## config.mk

```make
export PLATFORM = sky130hd
export DESIGN_NAME = vc1_config_regs
export DESIGN_NICKNAME = d
export VERILOG_FILES = /design/src/hdl/vc1_pkg.sv /design/src/hdl/vc1_table_loader.sv /design/src/hdl/vc1_tc_router.sv /design/src/hdl/vc1_config_regs.sv
export VERILOG_INCLUDE_DIRS = /design/src /design/src/hdl
export SDC_FILE = /design/constraint.sdc
export NUM_CORES = 1
export LEC_CHECK = 0
export ABC_CLOCK_PERIOD_IN_PS = 2000
export BUFFER_PORTS_ARGS = -buffer_cell sky130_fd_sc_hd__buf_2
export CAP_MARGIN = 20
export CORE_MARGIN = 2
export CORE_UTILIZATION = 40
export CTS_CLUSTER_DIAMETER = 150
export DETAILED_ROUTE_END_ITERATION = 6
export PLACE_DENSITY = 0.7
export SYNTH_ARGS = -nofsm -noshare
export SYNTH_HDL_FRONTEND = slang
export SYNTH_SLANG_ARGS = --single-unit
```

## constraint.sdc

```tcl
create_clock -name core_clk -period 2 [get_ports core_clk]
set_clock_uncertainty 0.05 [all_clocks]
set_input_delay 0.4 -clock core_clk [delete_from_list [all_inputs] [get_ports core_clk]]
set_output_delay 0.4 -clock core_clk [all_outputs]
set_load 0.005 [all_outputs]
```

## src/hdl/vc1_consts.svh

```systemverilog
// Offsets, field positions, reset values and counts for the channel pair
`ifndef VC1_CONSTS_SVH
`define VC1_CONSTS_SVH
`define VC1_CAP_OFFSET 12'h21C
`define VC1_CTL_OFFSET 12'h220
`define VC1_STS_OFFSET 12'h224
`define CAP_ARB_RESET 8'h01
`define CAP_OFFSET_RESET 8'h00
`define CTL_TC_MAP_RESET 8'h00
`define CTL_SEL_RESET 3'h0
`define CTL_ID_RESET 3'h1
`define CTL_EN_RESET 1'h0
`define CTL_LOAD_BIT 16
`define CTL_SEL_LSB 17
`define CTL_ID_LSB 24
`define CTL_EN_BIT 31
`define STS_TABLE_BIT 16
`define STS_NEG_BIT 17
`define LOAD_CYCLES 4'h4
`endif

```

## src/hdl/vc1_pkg.sv

```systemverilog
// Types shared by the channel register pair
package vc1_pkg;
    // Load sequencer states, one-hot
    typedef enum logic [1:0]
    {
        LOAD_IDLE = 2'b01,
        LOAD_BUSY = 2'b10
    } load_state_t;
endpackage

```

## src/hdl/vc1_table_loader.sv

```systemverilog
// Sequencer that copies the arbitration table into the arbiter
`timescale 1ns/1ps
`include "vc1_consts.svh"
module vc1_table_loader
(
    input wire logic core_clk,
    input wire logic sys_rst,
    input wire logic load_start,
    output logic load_active,
    output logic load_done
);
    // Current state and beat counter
    vc1_pkg::load_state_t state;
    logic [3:0] count;

    // Walk fixed number of cycles while the arbiter latches entries
    always_ff @(posedge core_clk or posedge sys_rst)
    begin
        if (sys_rst)
        begin
            state <= vc1_pkg::LOAD_IDLE;
            count <= 4'h0;
            load_done <= 1'b0;
        end
        else
        begin
            load_done <= 1'b0;
            case (state)
                vc1_pkg::LOAD_IDLE:
                begin
                    // A new start is the only way out of idle
                    if (load_start)
                    begin
                        state <= vc1_pkg::LOAD_BUSY;
                        count <= `LOAD_CYCLES;
                    end
                end
                vc1_pkg::LOAD_BUSY:
                begin
                    // Final beat raises done for one cycle
                    if (count == 4'h1)
                    begin
                        state <= vc1_pkg::LOAD_IDLE;
                        load_done <= 1'b1;
                    end
                    count <= count - 4'h1;
                end
                default:
                    state <= vc1_pkg::LOAD_IDLE;
            endcase
        end
    end

    // Copy strobe to the arbiter is held across the busy window
    assign load_active = (state == vc1_pkg::LOAD_BUSY);
endmodule

```

## src/hdl/vc1_tc_router.sv

```systemverilog
// Traffic class to channel steering
`timescale 1ns/1ps
`include "vc1_consts.svh"
module vc1_tc_router
(
    input wire logic [7:0] traffic_class_map,
    input wire logic channel_enable,
    input wire logic [2:0] packet_tc,
    output logic packet_to_vc1
);
    // Steer a packet here when its class bit is set and channel is on
    assign packet_to_vc1 = channel_enable
        & traffic_class_map[packet_tc];
endmodule

```

## src/hdl/vc1_config_regs.sv

```systemverilog
// Capability and control registers for virtual channel resource 1
`timescale 1ns/1ps
`include "vc1_consts.svh"
// What this block does
// - Arbitration capability resets to 0x1, bit0
// - Several capability bits may be set
// - Advanced packet switching bit reads zero
// - Reject snoop bit reads zero
// - Maximum time slots field reads zero
// - Table offset in 16-byte units, resets zero
// - Class map resets zero, bit0 read-only
// - Set class bit routes class here while enable bit is set
// - Writing load bit copies table to arbiter
// - Writing zero to load does nothing
// - Load bit always reads zero
// - Load acts only if scheme uses table
// - Channel identifier writable, resets to 0x1
// - Enable bit writable, resets zero
// - Table status sets on entry write
// - Status bit 17 shows negotiation pending
module vc1_config_regs
(
    input wire logic core_clk,
    input wire logic sys_rst,
    input wire logic [11:0] cfg_addr,
    input wire logic cfg_write,
    input wire logic cfg_read,
    input wire logic [3:0] cfg_byte_en,
    input wire logic [31:0] cfg_wdata,
    output logic [31:0] cfg_rdata,
    input wire logic cap_unlock,
    input wire logic [7:0] table_uses_mask,
    input wire logic table_entry_written,
    input wire logic negotiation_pending,
    input wire logic [2:0] packet_tc,
    output logic packet_to_vc1,
    output logic arb_table_copy,
    output logic channel_enable,
    output logic [2:0] channel_identifier,
    output logic [7:0] traffic_class_map,
    output logic [2:0] arb_scheme_select,
    output logic [7:0] arb_table_offset
);
    // Capability fields that only an unlocked write may change
    logic [7:0] arb_capability_mask;
    // Table coherency flag
    logic arb_table_status;
    // Decoded accesses
    logic cap_wr;
    logic ctl_wr;
    logic arb_table_load;
    logic load_active;
    logic load_done;

    // Byte lane write merge used by the two capability register bytes
    function automatic logic [7:0] merge_byte(input logic [7:0] old_v,
        input logic [7:0] new_v, input logic en);
        merge_byte = en ? new_v : old_v;
    endfunction

    // Whether the chosen scheme's capability bit marks a table user
    function automatic logic scheme_uses_table(input logic [2:0] sel,
        input logic [7:0] cap, input logic [7:0] uses);
        scheme_uses_table = cap[sel] & uses[sel];
    endfunction

    assign cap_wr = cfg_write & (cfg_addr == `VC1_CAP_OFFSET);
    assign ctl_wr = cfg_write & (cfg_addr == `VC1_CTL_OFFSET);

    // Capability register, lockable bytes 0 and 3 only
    always_ff @(posedge core_clk or posedge sys_rst)
    begin
        if (sys_rst)
        begin
            arb_capability_mask <= `CAP_ARB_RESET;
            arb_table_offset <= `CAP_OFFSET_RESET;
        end
        else if (cap_wr && cap_unlock)
        begin
            // Whole byte so several schemes can be advertised
            arb_capability_mask <= merge_byte(arb_capability_mask,
                cfg_wdata[7:0], cfg_byte_en[0]);
            arb_table_offset <= merge_byte(arb_table_offset,
                cfg_wdata[31:24], cfg_byte_en[3]);
        end
    end

    // Class map; bit 0 stays at its reset value
    always_ff @(posedge core_clk or posedge sys_rst)
    begin
        if (sys_rst)
            traffic_class_map <= `CTL_TC_MAP_RESET;
        else if (ctl_wr && cfg_byte_en[0])
            traffic_class_map <= {cfg_wdata[7:1],
                traffic_class_map[0]};
    end

    // Scheme select; software keeps it to advertised values
    always_ff @(posedge core_clk or posedge sys_rst)
    begin
        if (sys_rst)
            arb_scheme_select <= `CTL_SEL_RESET;
        else if (ctl_wr && cfg_byte_en[2])
            arb_scheme_select <= cfg_wdata[`CTL_SEL_LSB +: 3];
    end

    // Identifier and enable in the top byte
    always_ff @(posedge core_clk or posedge sys_rst)
    begin
        if (sys_rst)
        begin
            channel_identifier <= `CTL_ID_RESET;
            channel_enable <= `CTL_EN_RESET;
        end
        else if (ctl_wr && cfg_byte_en[3])
        begin
            channel_identifier <= cfg_wdata[`CTL_ID_LSB +: 3];
            channel_enable <= cfg_wdata[`CTL_EN_BIT];
        end
    end

    // Load request is a write strobe, never stored, so zero is inert
    assign arb_table_load = ctl_wr & cfg_byte_en[2]
        & cfg_wdata[`CTL_LOAD_BIT]
        & scheme_uses_table(arb_scheme_select, arb_capability_mask,
            table_uses_mask);

    // Sequencer holds the copy strobe toward the arbiter
    vc1_table_loader loader
    (
        .core_clk(core_clk),
        .sys_rst(sys_rst),
        .load_start(arb_table_load),
        .load_active(load_active),
        .load_done(load_done)
    );
    assign arb_table_copy = load_active;

    // Table status: an entry write wins over a finishing load
    always_ff @(posedge core_clk or posedge sys_rst)
    begin
        if (sys_rst)
            arb_table_status <= 1'b0;
        else if (table_entry_written)
            arb_table_status <= 1'b1;
        else if (load_done)
            arb_table_status <= 1'b0;
    end

    // Class steering for the data path
    vc1_tc_router router
    (
        .traffic_class_map(traffic_class_map),
        .channel_enable(channel_enable),
        .packet_tc(packet_tc),
        .packet_to_vc1(packet_to_vc1)
    );

    // Registered read data; unmapped addresses read zero
    always_ff @(posedge core_clk or posedge sys_rst)
    begin
        if (sys_rst)
            cfg_rdata <= 32'h00000000;
        else if (cfg_read)
        begin
            case (cfg_addr)
                `VC1_CAP_OFFSET:
                    // ADV_PACKET_SWITCHING, snoop reject, time slots hard zero
                    cfg_rdata <= {arb_table_offset, 1'b0, 7'h00,
                        1'b0, 1'b0, 6'h00,
                        arb_capability_mask};
                `VC1_CTL_OFFSET:
                    // Load bit always returns zero
                    cfg_rdata <= {channel_enable, 4'h0,
                        channel_identifier, 4'h0, arb_scheme_select,
                        1'b0, 8'h00, traffic_class_map};
                `VC1_STS_OFFSET:
                    cfg_rdata <= {14'h0000, negotiation_pending,
                        arb_table_status, 16'h0000};
                default:
                    cfg_rdata <= 32'h00000000;
            endcase
        end
    end
endmodule

```

# ---- Yosys cells after proc, flatten, opt, wreduce, memory -nomap -nowiden
# Index checks and enable logic that the tools add are counted.
dict set report word_totals {
  out_inout_bits 57
  register_bits 70
  wordCells 55
}
dict set report classes {
  eq_ne 8
  addsub 1
  reduce_logical 10
  muxes 16
  magnitude_cmp 2
  bitwise 7
}
# cell n
set ops {}
lappend ops {{$pmux 32 s3} 1}
lappend ops {{$eq 12x10->1 const B} 3}
lappend ops {{$bmux 1 s3} 3}
lappend ops {{$lt 3x4->1 const B} 2}
lappend ops {{$pmux 4 s2} 1}
lappend ops {{$reduce_and 2->1} 4}
lappend ops {{$and 1x1->1} 7}
lappend ops {{$mux 1} 7}
lappend ops {{$eq 4x1->1 const B} 1}
lappend ops {{$logic_and 1x1->1} 4}
lappend ops {{$mux 2} 2}
lappend ops {{$mux 4} 1}
lappend ops {{$pmux 2 s2} 1}
lappend ops {{$reduce_bool 2->1} 2}
lappend ops {{$sub 4x1->4 const B} 1}
lappend ops {{$eq 2x1->1 const B} 1}
lappend ops {{$eq 2x2->1 const B} 1}
lappend ops {{$ne 2x1->1 const B} 1}
lappend ops {{$ne 2x2->1 const B} 1}

# ---- Logic depth before layout (Yosys ltp)
dict set report logic_depth {
  ltp_word 7
  mapped_depth 6
}

# ---- Cells and area by module
# Synthesis repeated with hierarchy kept, for this count alone.
dict set report unflattened {
  hier_cells 227
  hier_area_um2 2781.4
}
# mod seq_area_each_um2 n_inst cells_per_inst area_per_inst_um2
set modules_own_cells {}
lappend modules_own_cells {vc1_config_regs 1278.7 1 184 2354.8}
lappend modules_own_cells {vc1_table_loader 176.4 1 36 355.3}
lappend modules_own_cells {vc1_tc_router 0.0 1 7 71.3}

# ---- Least setup slack after synthesis
# OpenSTA, ideal clock, no wires.
dict set report synth_timing {
  kind {input -> register}
  start {input cfg_addr[11]}
  end {register loader.count[0]}
  path_buffers 0
  setup_ps 135
  setup_slack_ps 236
  arrival_time_ps 1578
  path_stages 5
  path_cell_list {nor4_4 and4_1 nand4b_2 o311ai_0 o21ai_1}
}
dict set report synth_between {
  elab_chain_len 7
}
# element line_no
set synth_rtl {}
lappend synth_rtl {{start, declared} vc1_config_regs.sv:25} ;# input wire logic [11:0] cfg_addr,
lappend synth_rtl {{$eq 12x10->1} -}
lappend synth_rtl {{$and 1x1->1} vc1_config_regs.sv:68} ;# assign ctl_wr = cfg_write & (cfg_addr == `VC1_CTL_OFFSET);
lappend synth_rtl {{$and 1x1->1 (3 in series)} vc1_config_regs.sv:123} ;# assign arb_table_load = ctl_wr & cfg_byte_en[2]
lappend synth_rtl {{$ne 2x2->1 (no source line)} -}
lappend synth_rtl {{$reduce_and 2->1 (no source line)} -}
lappend synth_rtl {{end signal, assigned} vc1_table_loader.sv:35} ;# count <= `LOAD_CYCLES;
lappend synth_rtl {{end signal, assigned} vc1_table_loader.sv:46} ;# count <= count - 4'h1;
lappend synth_rtl {{end, declared} vc1_table_loader.sv:14} ;# logic [3:0] count;
# Every way passes these cells.
# A chain may end at the register's enable or synchronous reset.

# ---- Worst setup path after layout
dict set report layout_timing {
  start {register traffic_class_map[2]}
  end {output packet_to_vc1}
}
dict set report layout_between {
  elab_chain_len 3
}
# element line_no
set layout_rtl {}
lappend layout_rtl {{start, declared} vc1_config_regs.sv:40} ;# output logic [7:0] traffic_class_map,
lappend layout_rtl {{start signal, assigned} vc1_config_regs.sv:92} ;# traffic_class_map <= `CTL_TC_MAP_RESET;
lappend layout_rtl {{start signal, assigned} vc1_config_regs.sv:94} ;# traffic_class_map <= {cfg_wdata[7:1],
lappend layout_rtl {{$bmux 1 s3} vc1_tc_router.sv:13} ;# & traffic_class_map[packet_tc];
lappend layout_rtl {{$mux 1 (not written as such)} vc1_tc_router.sv:13}
lappend layout_rtl {{$and 1x1->1} vc1_tc_router.sv:13}
lappend layout_rtl {{end, declared} vc1_config_regs.sv:36} ;# output logic packet_to_vc1,
# Every way passes these cells. The select of a mux whose other input is x is not followed.

==> summary.txt <==
Synth
  – Post-synthesis adder-cell area fraction: 0.919%
  – Number of instances in the synthesized netlist: 240
  – Xor-xnor portion of the synthesized cell area: 0.322%
  – Compound-cell area share of the yosys netlist: 9.83%
  – Post-synth EDFFs: 0
  – Share of synthesized area occupied by flip-flops and latches: 53.4%
  – Summed instance area of the synthesized netlist: 2720 sq um
  – Dominant synthesized flop cell: sky130_fd_sc_hd__dfrtp_1
  – Yosys cell types: 39
  – Synth warnings: 0
  – Fraction of the mapped netlist area in simple logic gates: 13.1%
  – Dominant combinational cell family by area after synthesis: multiplexers
  – Post-synthesis register bit count: 58
  – Async set-or-reset flop fraction in the synthesized netlist: 100%
  – Synth Area per Inst: 11.3 sq um
  – Multiplexer fraction of the synthesized cell area: 14.1%

Setup path
  – WP data required: 1.55 ns
  – Critical path peak fanout: 2
  – Crit end category: primary output
  – Arrival @ worst endpoint: 1.60 ns
  – Slowest cell delay on critical path: 0.47 ns
  – Crit start category: register
  – Critical path type: register to primary output
  – Slowest stage cell on the critical path: sky130_fd_sc_hd__mux4_2
  – Ordered cell list for the critical path: mux4_2 > nand2_1 > o21ai_1 > and2_1 > buf_2

CTS
  – Number of clock buffers inserted by TritonCTS: 9
  – TritonCTS clock tree: built
  – CTS H-Tree Depth: 3
  – Clock-pin slew on the worst setup and hold paths: 0.06 ns
  – Clock net sink count: 58
  – CTS Hold Bufs: 0
  – Clock latency on the worst-skew pair: 0.34 ns
  – Maximum clock path buffer count: 2
  – CTS root buf: sky130_fd_sc_hd__clkbuf_8

Power
  – Power, Total: 0.00226 W
  – Total power divided by cell area: 635 nW/um^2
  – Worst-case vdd ir drop: 273 uV
  – Share of total power in the clock network: 42.2%
  – Net switching power: 0.000549 W
  – Leakage power: 1.86 nW
  – Combinational Power Share: 5.8%
  – Fraction of power consumed by sequential logic: 52.1%
  – Internal cell power: 0.00171 W
  – Fraction of power spent switching nets: 24.3%

Floorplanning
  – Initial standard-cell utilization of the core: 40.7%
  – Core Footprint: 6680 sq um
  – Die area: 7480 sq um
  – Floorplan die width: 86.5 um
  – Number of top-level design ports: 123
  – Vertical extent of the die: 86.5 um
  – Site row count: 30

Outcome
  – Status: finished with violations
  – Violated checks: negative setup slack

Drt
  – Total vias in the final route: 2221
  – DRT met1 WL: 2.96 mm
  – Routed wire length: 6.77 mm
  – Count of routing violations after the opening detailed-route iteration: 76
  – Drt wl/cell: 15.4 um
  – Uppermost layer routed: met4
  – Total met3 wirelength after detailed routing: 473 um
  – DR pass1 iterations: 4
  – DRC violations left: 0
  – Vias per Instance: 5.05
  – Total length of routed met2 wires: 3.19 mm
  – Number of antenna-violating nets in the routed design: 0

Place
  – Placement-stage worst setup slack: -0.0482 ns
  – Port Buffer Count: 96
  – Dpl cell area: 3350 sq um
  – Detailed placer's ending HPWL: 4.91 mm
  – RePlAce Congestion: 0.842

Finish
  – Storage element area: 1460 sq um
  – Number of antenna repair diodes: 0
  – Area taken by multi-input logic gates: 1090 sq um
  – Layout Nets: 423
  – Fraction of layout cells with a size suffix above 1: 48.1%
  – Non-Filler Cell Area, Final: 3550 sq um
  – Utilization after layout: 53.2%
  – Area added between synthesis and finish: 30.6%
  – Fill cell instance count of the final layout: 622

Timing
  – Maximum clock frequency: 0.489 GHz
  – Finish-stage setup viols: 1
  – Tightest slew margin relative to the limit: 65.9%
  – Worst Tran Pin Value: 0.511 ns
  – Final-layout setup total negative slack: -0.0460 ns
  – Setup slack after layout: -0.0460 ns
  – Unrepaired setup endpoints after global routing: yes
  – Final Max Slew Viols: 0
  – Period utilisation layout: 102%
  – Hold Fails Final Rpt: 0
  – Min Clock Period, post-route: 2.05 ns

GRT
  – Vias in the first global route: 2173
  – Largest net degree at the start of global routing: 23
  – Global Route Usage Sum: 19.3%
  – Sum of overflow across all layers after global routing: 0
  – Wire length of the first global-routing pass: 10.7 mm
  – Antenna violations before repair: 0

Flow run
  – Max-capacitance violation count: 0

Hold path
  – Path category of the worst min-delay check: primary input to asynchronous set/reset pin
## state kept, by name, summed over array words and instances (netlist names)
register,cells
arb_capability_mask,8
arb_scheme_select,3
arb_table_offset,8
arb_table_status,1
cfg_rdata,20
channel_enable,1
channel_identifier,3
loader.count,4
loader.load_done,1
loader.state,2
traffic_class_map,7
## power by group through the flow
stage / Sequential, W / Combinational, W / Clock, W
after detailed placement: 0.00120 / 0.000131 / 0
after floorplan: 0.00120 / 0.0000589 / 0
after global routing: 0.00117 / 0.000146 / 0.00103
final: 0.00118 / 0.000130 / 0.000951
after CTS: 0.00118 / 0.000132 / 0.000977
after global placement: 0.00120 / 0.000128 / 0
## routing by layer
metal | GRT usage [%] | vias up
met5 | 0 | -
met4 | 9.09 | 0
met3 | 5.52 | 12
met2 | 29.4 | 90
met1 | 25.4 | 1076
li1 | - | 1043
## through the flow
| step | instances | hold WS [ns] |
|---|---|---|
| final | 440 | 0.0367 |
| after CTS | 440 | 0.0412 |
| after floorplan | 252 | 0.400 |
| after detailed placement | 420 | 0.418 |
| after global placement | 420 | 0.406 |
| after global routing | 440 | 0.0639 |
## Yosys cell counts, types with 2 or more instances
cell | n | area [sq um]
sky130_fd_sc_hd__nand2b_1 | 2 | 12.5
sky130_fd_sc_hd__a21oi_1 | 3 | 15.0
sky130_fd_sc_hd__nand4_1 | 3 | 18.8
sky130_fd_sc_hd__nand2_1 | 16 | 60.1
sky130_fd_sc_hd__mux2_2 | 32 | 360
sky130_fd_sc_hd__o21ai_1 | 2 | 10.0
sky130_fd_sc_hd__nand3b_1 | 2 | 15.0
sky130_fd_sc_hd__nand3_1 | 8 | 40.0
sky130_fd_sc_hd__dfstp_2 | 3 | 78.8
sky130_fd_sc_hd__o21ai_0 | 21 | 105
sky130_fd_sc_hd__dfrtp_1 | 55 | 1380
sky130_fd_sc_hd__buf_2 | 2 | 10.0
sky130_fd_sc_hd__clkbuf_1 | 5 | 18.8
sky130_fd_sc_hd__inv_1 | 26 | 97.6
sky130_fd_sc_hd__nor3b_2 | 2 | 25.0
sky130_fd_sc_hd__and4_1 | 2 | 17.5
sky130_fd_sc_hd__and4b_1 | 2 | 20.0
sky130_fd_sc_hd__nor2_1 | 7 | 26.3
sky130_fd_sc_hd__a21o_1 | 2 | 15.0
sky130_fd_sc_hd__ha_1 | 2 | 25.0
sky130_fd_sc_hd__o311ai_0 | 3 | 26.3
sky130_fd_sc_hd__a22oi_1 | 11 | 82.6
sky130_fd_sc_hd__buf_4 | 13 | 97.6
## layout by cell type, fill, tap and decap left out, types with 2 or more instances in the layout
cell,synthesis,routed
sky130_fd_sc_hd__clkinvlp_4,0,2
sky130_fd_sc_hd__dfrtp_1,55,54
sky130_fd_sc_hd__inv_1,26,25
sky130_fd_sc_hd__nand4_1,3,3
sky130_fd_sc_hd__buf_12,0,3
sky130_fd_sc_hd__o21ai_0,21,20
sky130_fd_sc_hd__nand3_1,8,8
sky130_fd_sc_hd__nand3b_1,2,2
sky130_fd_sc_hd__a21oi_1,3,3
sky130_fd_sc_hd__dfstp_2,3,3
sky130_fd_sc_hd__conb_1,1,13
sky130_fd_sc_hd__buf_4,13,13
sky130_fd_sc_hd__ha_1,2,2
sky130_fd_sc_hd__and4b_1,2,2
sky130_fd_sc_hd__nor2_1,7,7
sky130_fd_sc_hd__a22oi_1,11,11
sky130_fd_sc_hd__a21o_1,2,2
sky130_fd_sc_hd__nor3b_2,2,2
sky130_fd_sc_hd__o311ai_1,0,2
sky130_fd_sc_hd__o21ai_1,2,3
sky130_fd_sc_hd__and4_1,2,2
sky130_fd_sc_hd__clkbuf_8,0,10
sky130_fd_sc_hd__nand2_1,16,16
sky130_fd_sc_hd__buf_2,2,96
sky130_fd_sc_hd__clkinv_2,0,3
sky130_fd_sc_hd__mux2_2,32,32
## area by class of cell
type | instances | share of cell area [%]
flip-flops and latches | 58 | 41.0
inverters | 26 | 2.75
repair buffers | 112 | 18.0
well taps | 80 | 2.82
clock buffers | 11 | 3.98
multi-input cells | 148 | 30.7
clock inverters | 5 | 0.845
## final timing paths
check	from	to	slack, ns	depth (start not counted)
setup / recovery	traffic_class_map[2]	packet_to_vc1	-0.05	5
hold / removal	sys_rst	cfg_rdata[27]	0.04	2
setup reg to reg	arb_scheme_select[0]	loader.count[2]	0.17	5
hold reg to reg	arb_table_status	arb_table_status	0.44	1
max in group asynchronous	sys_rst	loader.state[0]	1.29	3
min in group core_clk	table_entry_written	arb_table_status	0.19	2
## worst max-delay path: cells and delay by family (launching register included)
| family | cells | cell delay (ns) |
|---|---|---|
| AOI/OAI and AO/OA | 1 | 0.06 |
| buffers and inverters | 1 | 0.12 |
| DFF | 1 | 0.42 |
| muxes | 1 | 0.47 |
| and+or+nand+nor | 2 | 0.20 |
## cell families (layout without fill, tap and decap cells)
logic type,after synthesis,in the layout
DFF,58,58
and+or+nand+nor,55,55
buffers and inverters,46,154
AOI/OAI and AO/OA,44,44
muxes,33,33
adders and majority gates,2,2
other,1,13
xor gates and xnor gates,1,1
## repair_timing
action	in CTS	in global routing
pin swaps	2	0
hold endpoints to repair	0	0
setup buffers	4	0
endpoints found under the setup margin	1	3
gates resized for setup	1	4
Power figures use the tool's default switching activity.
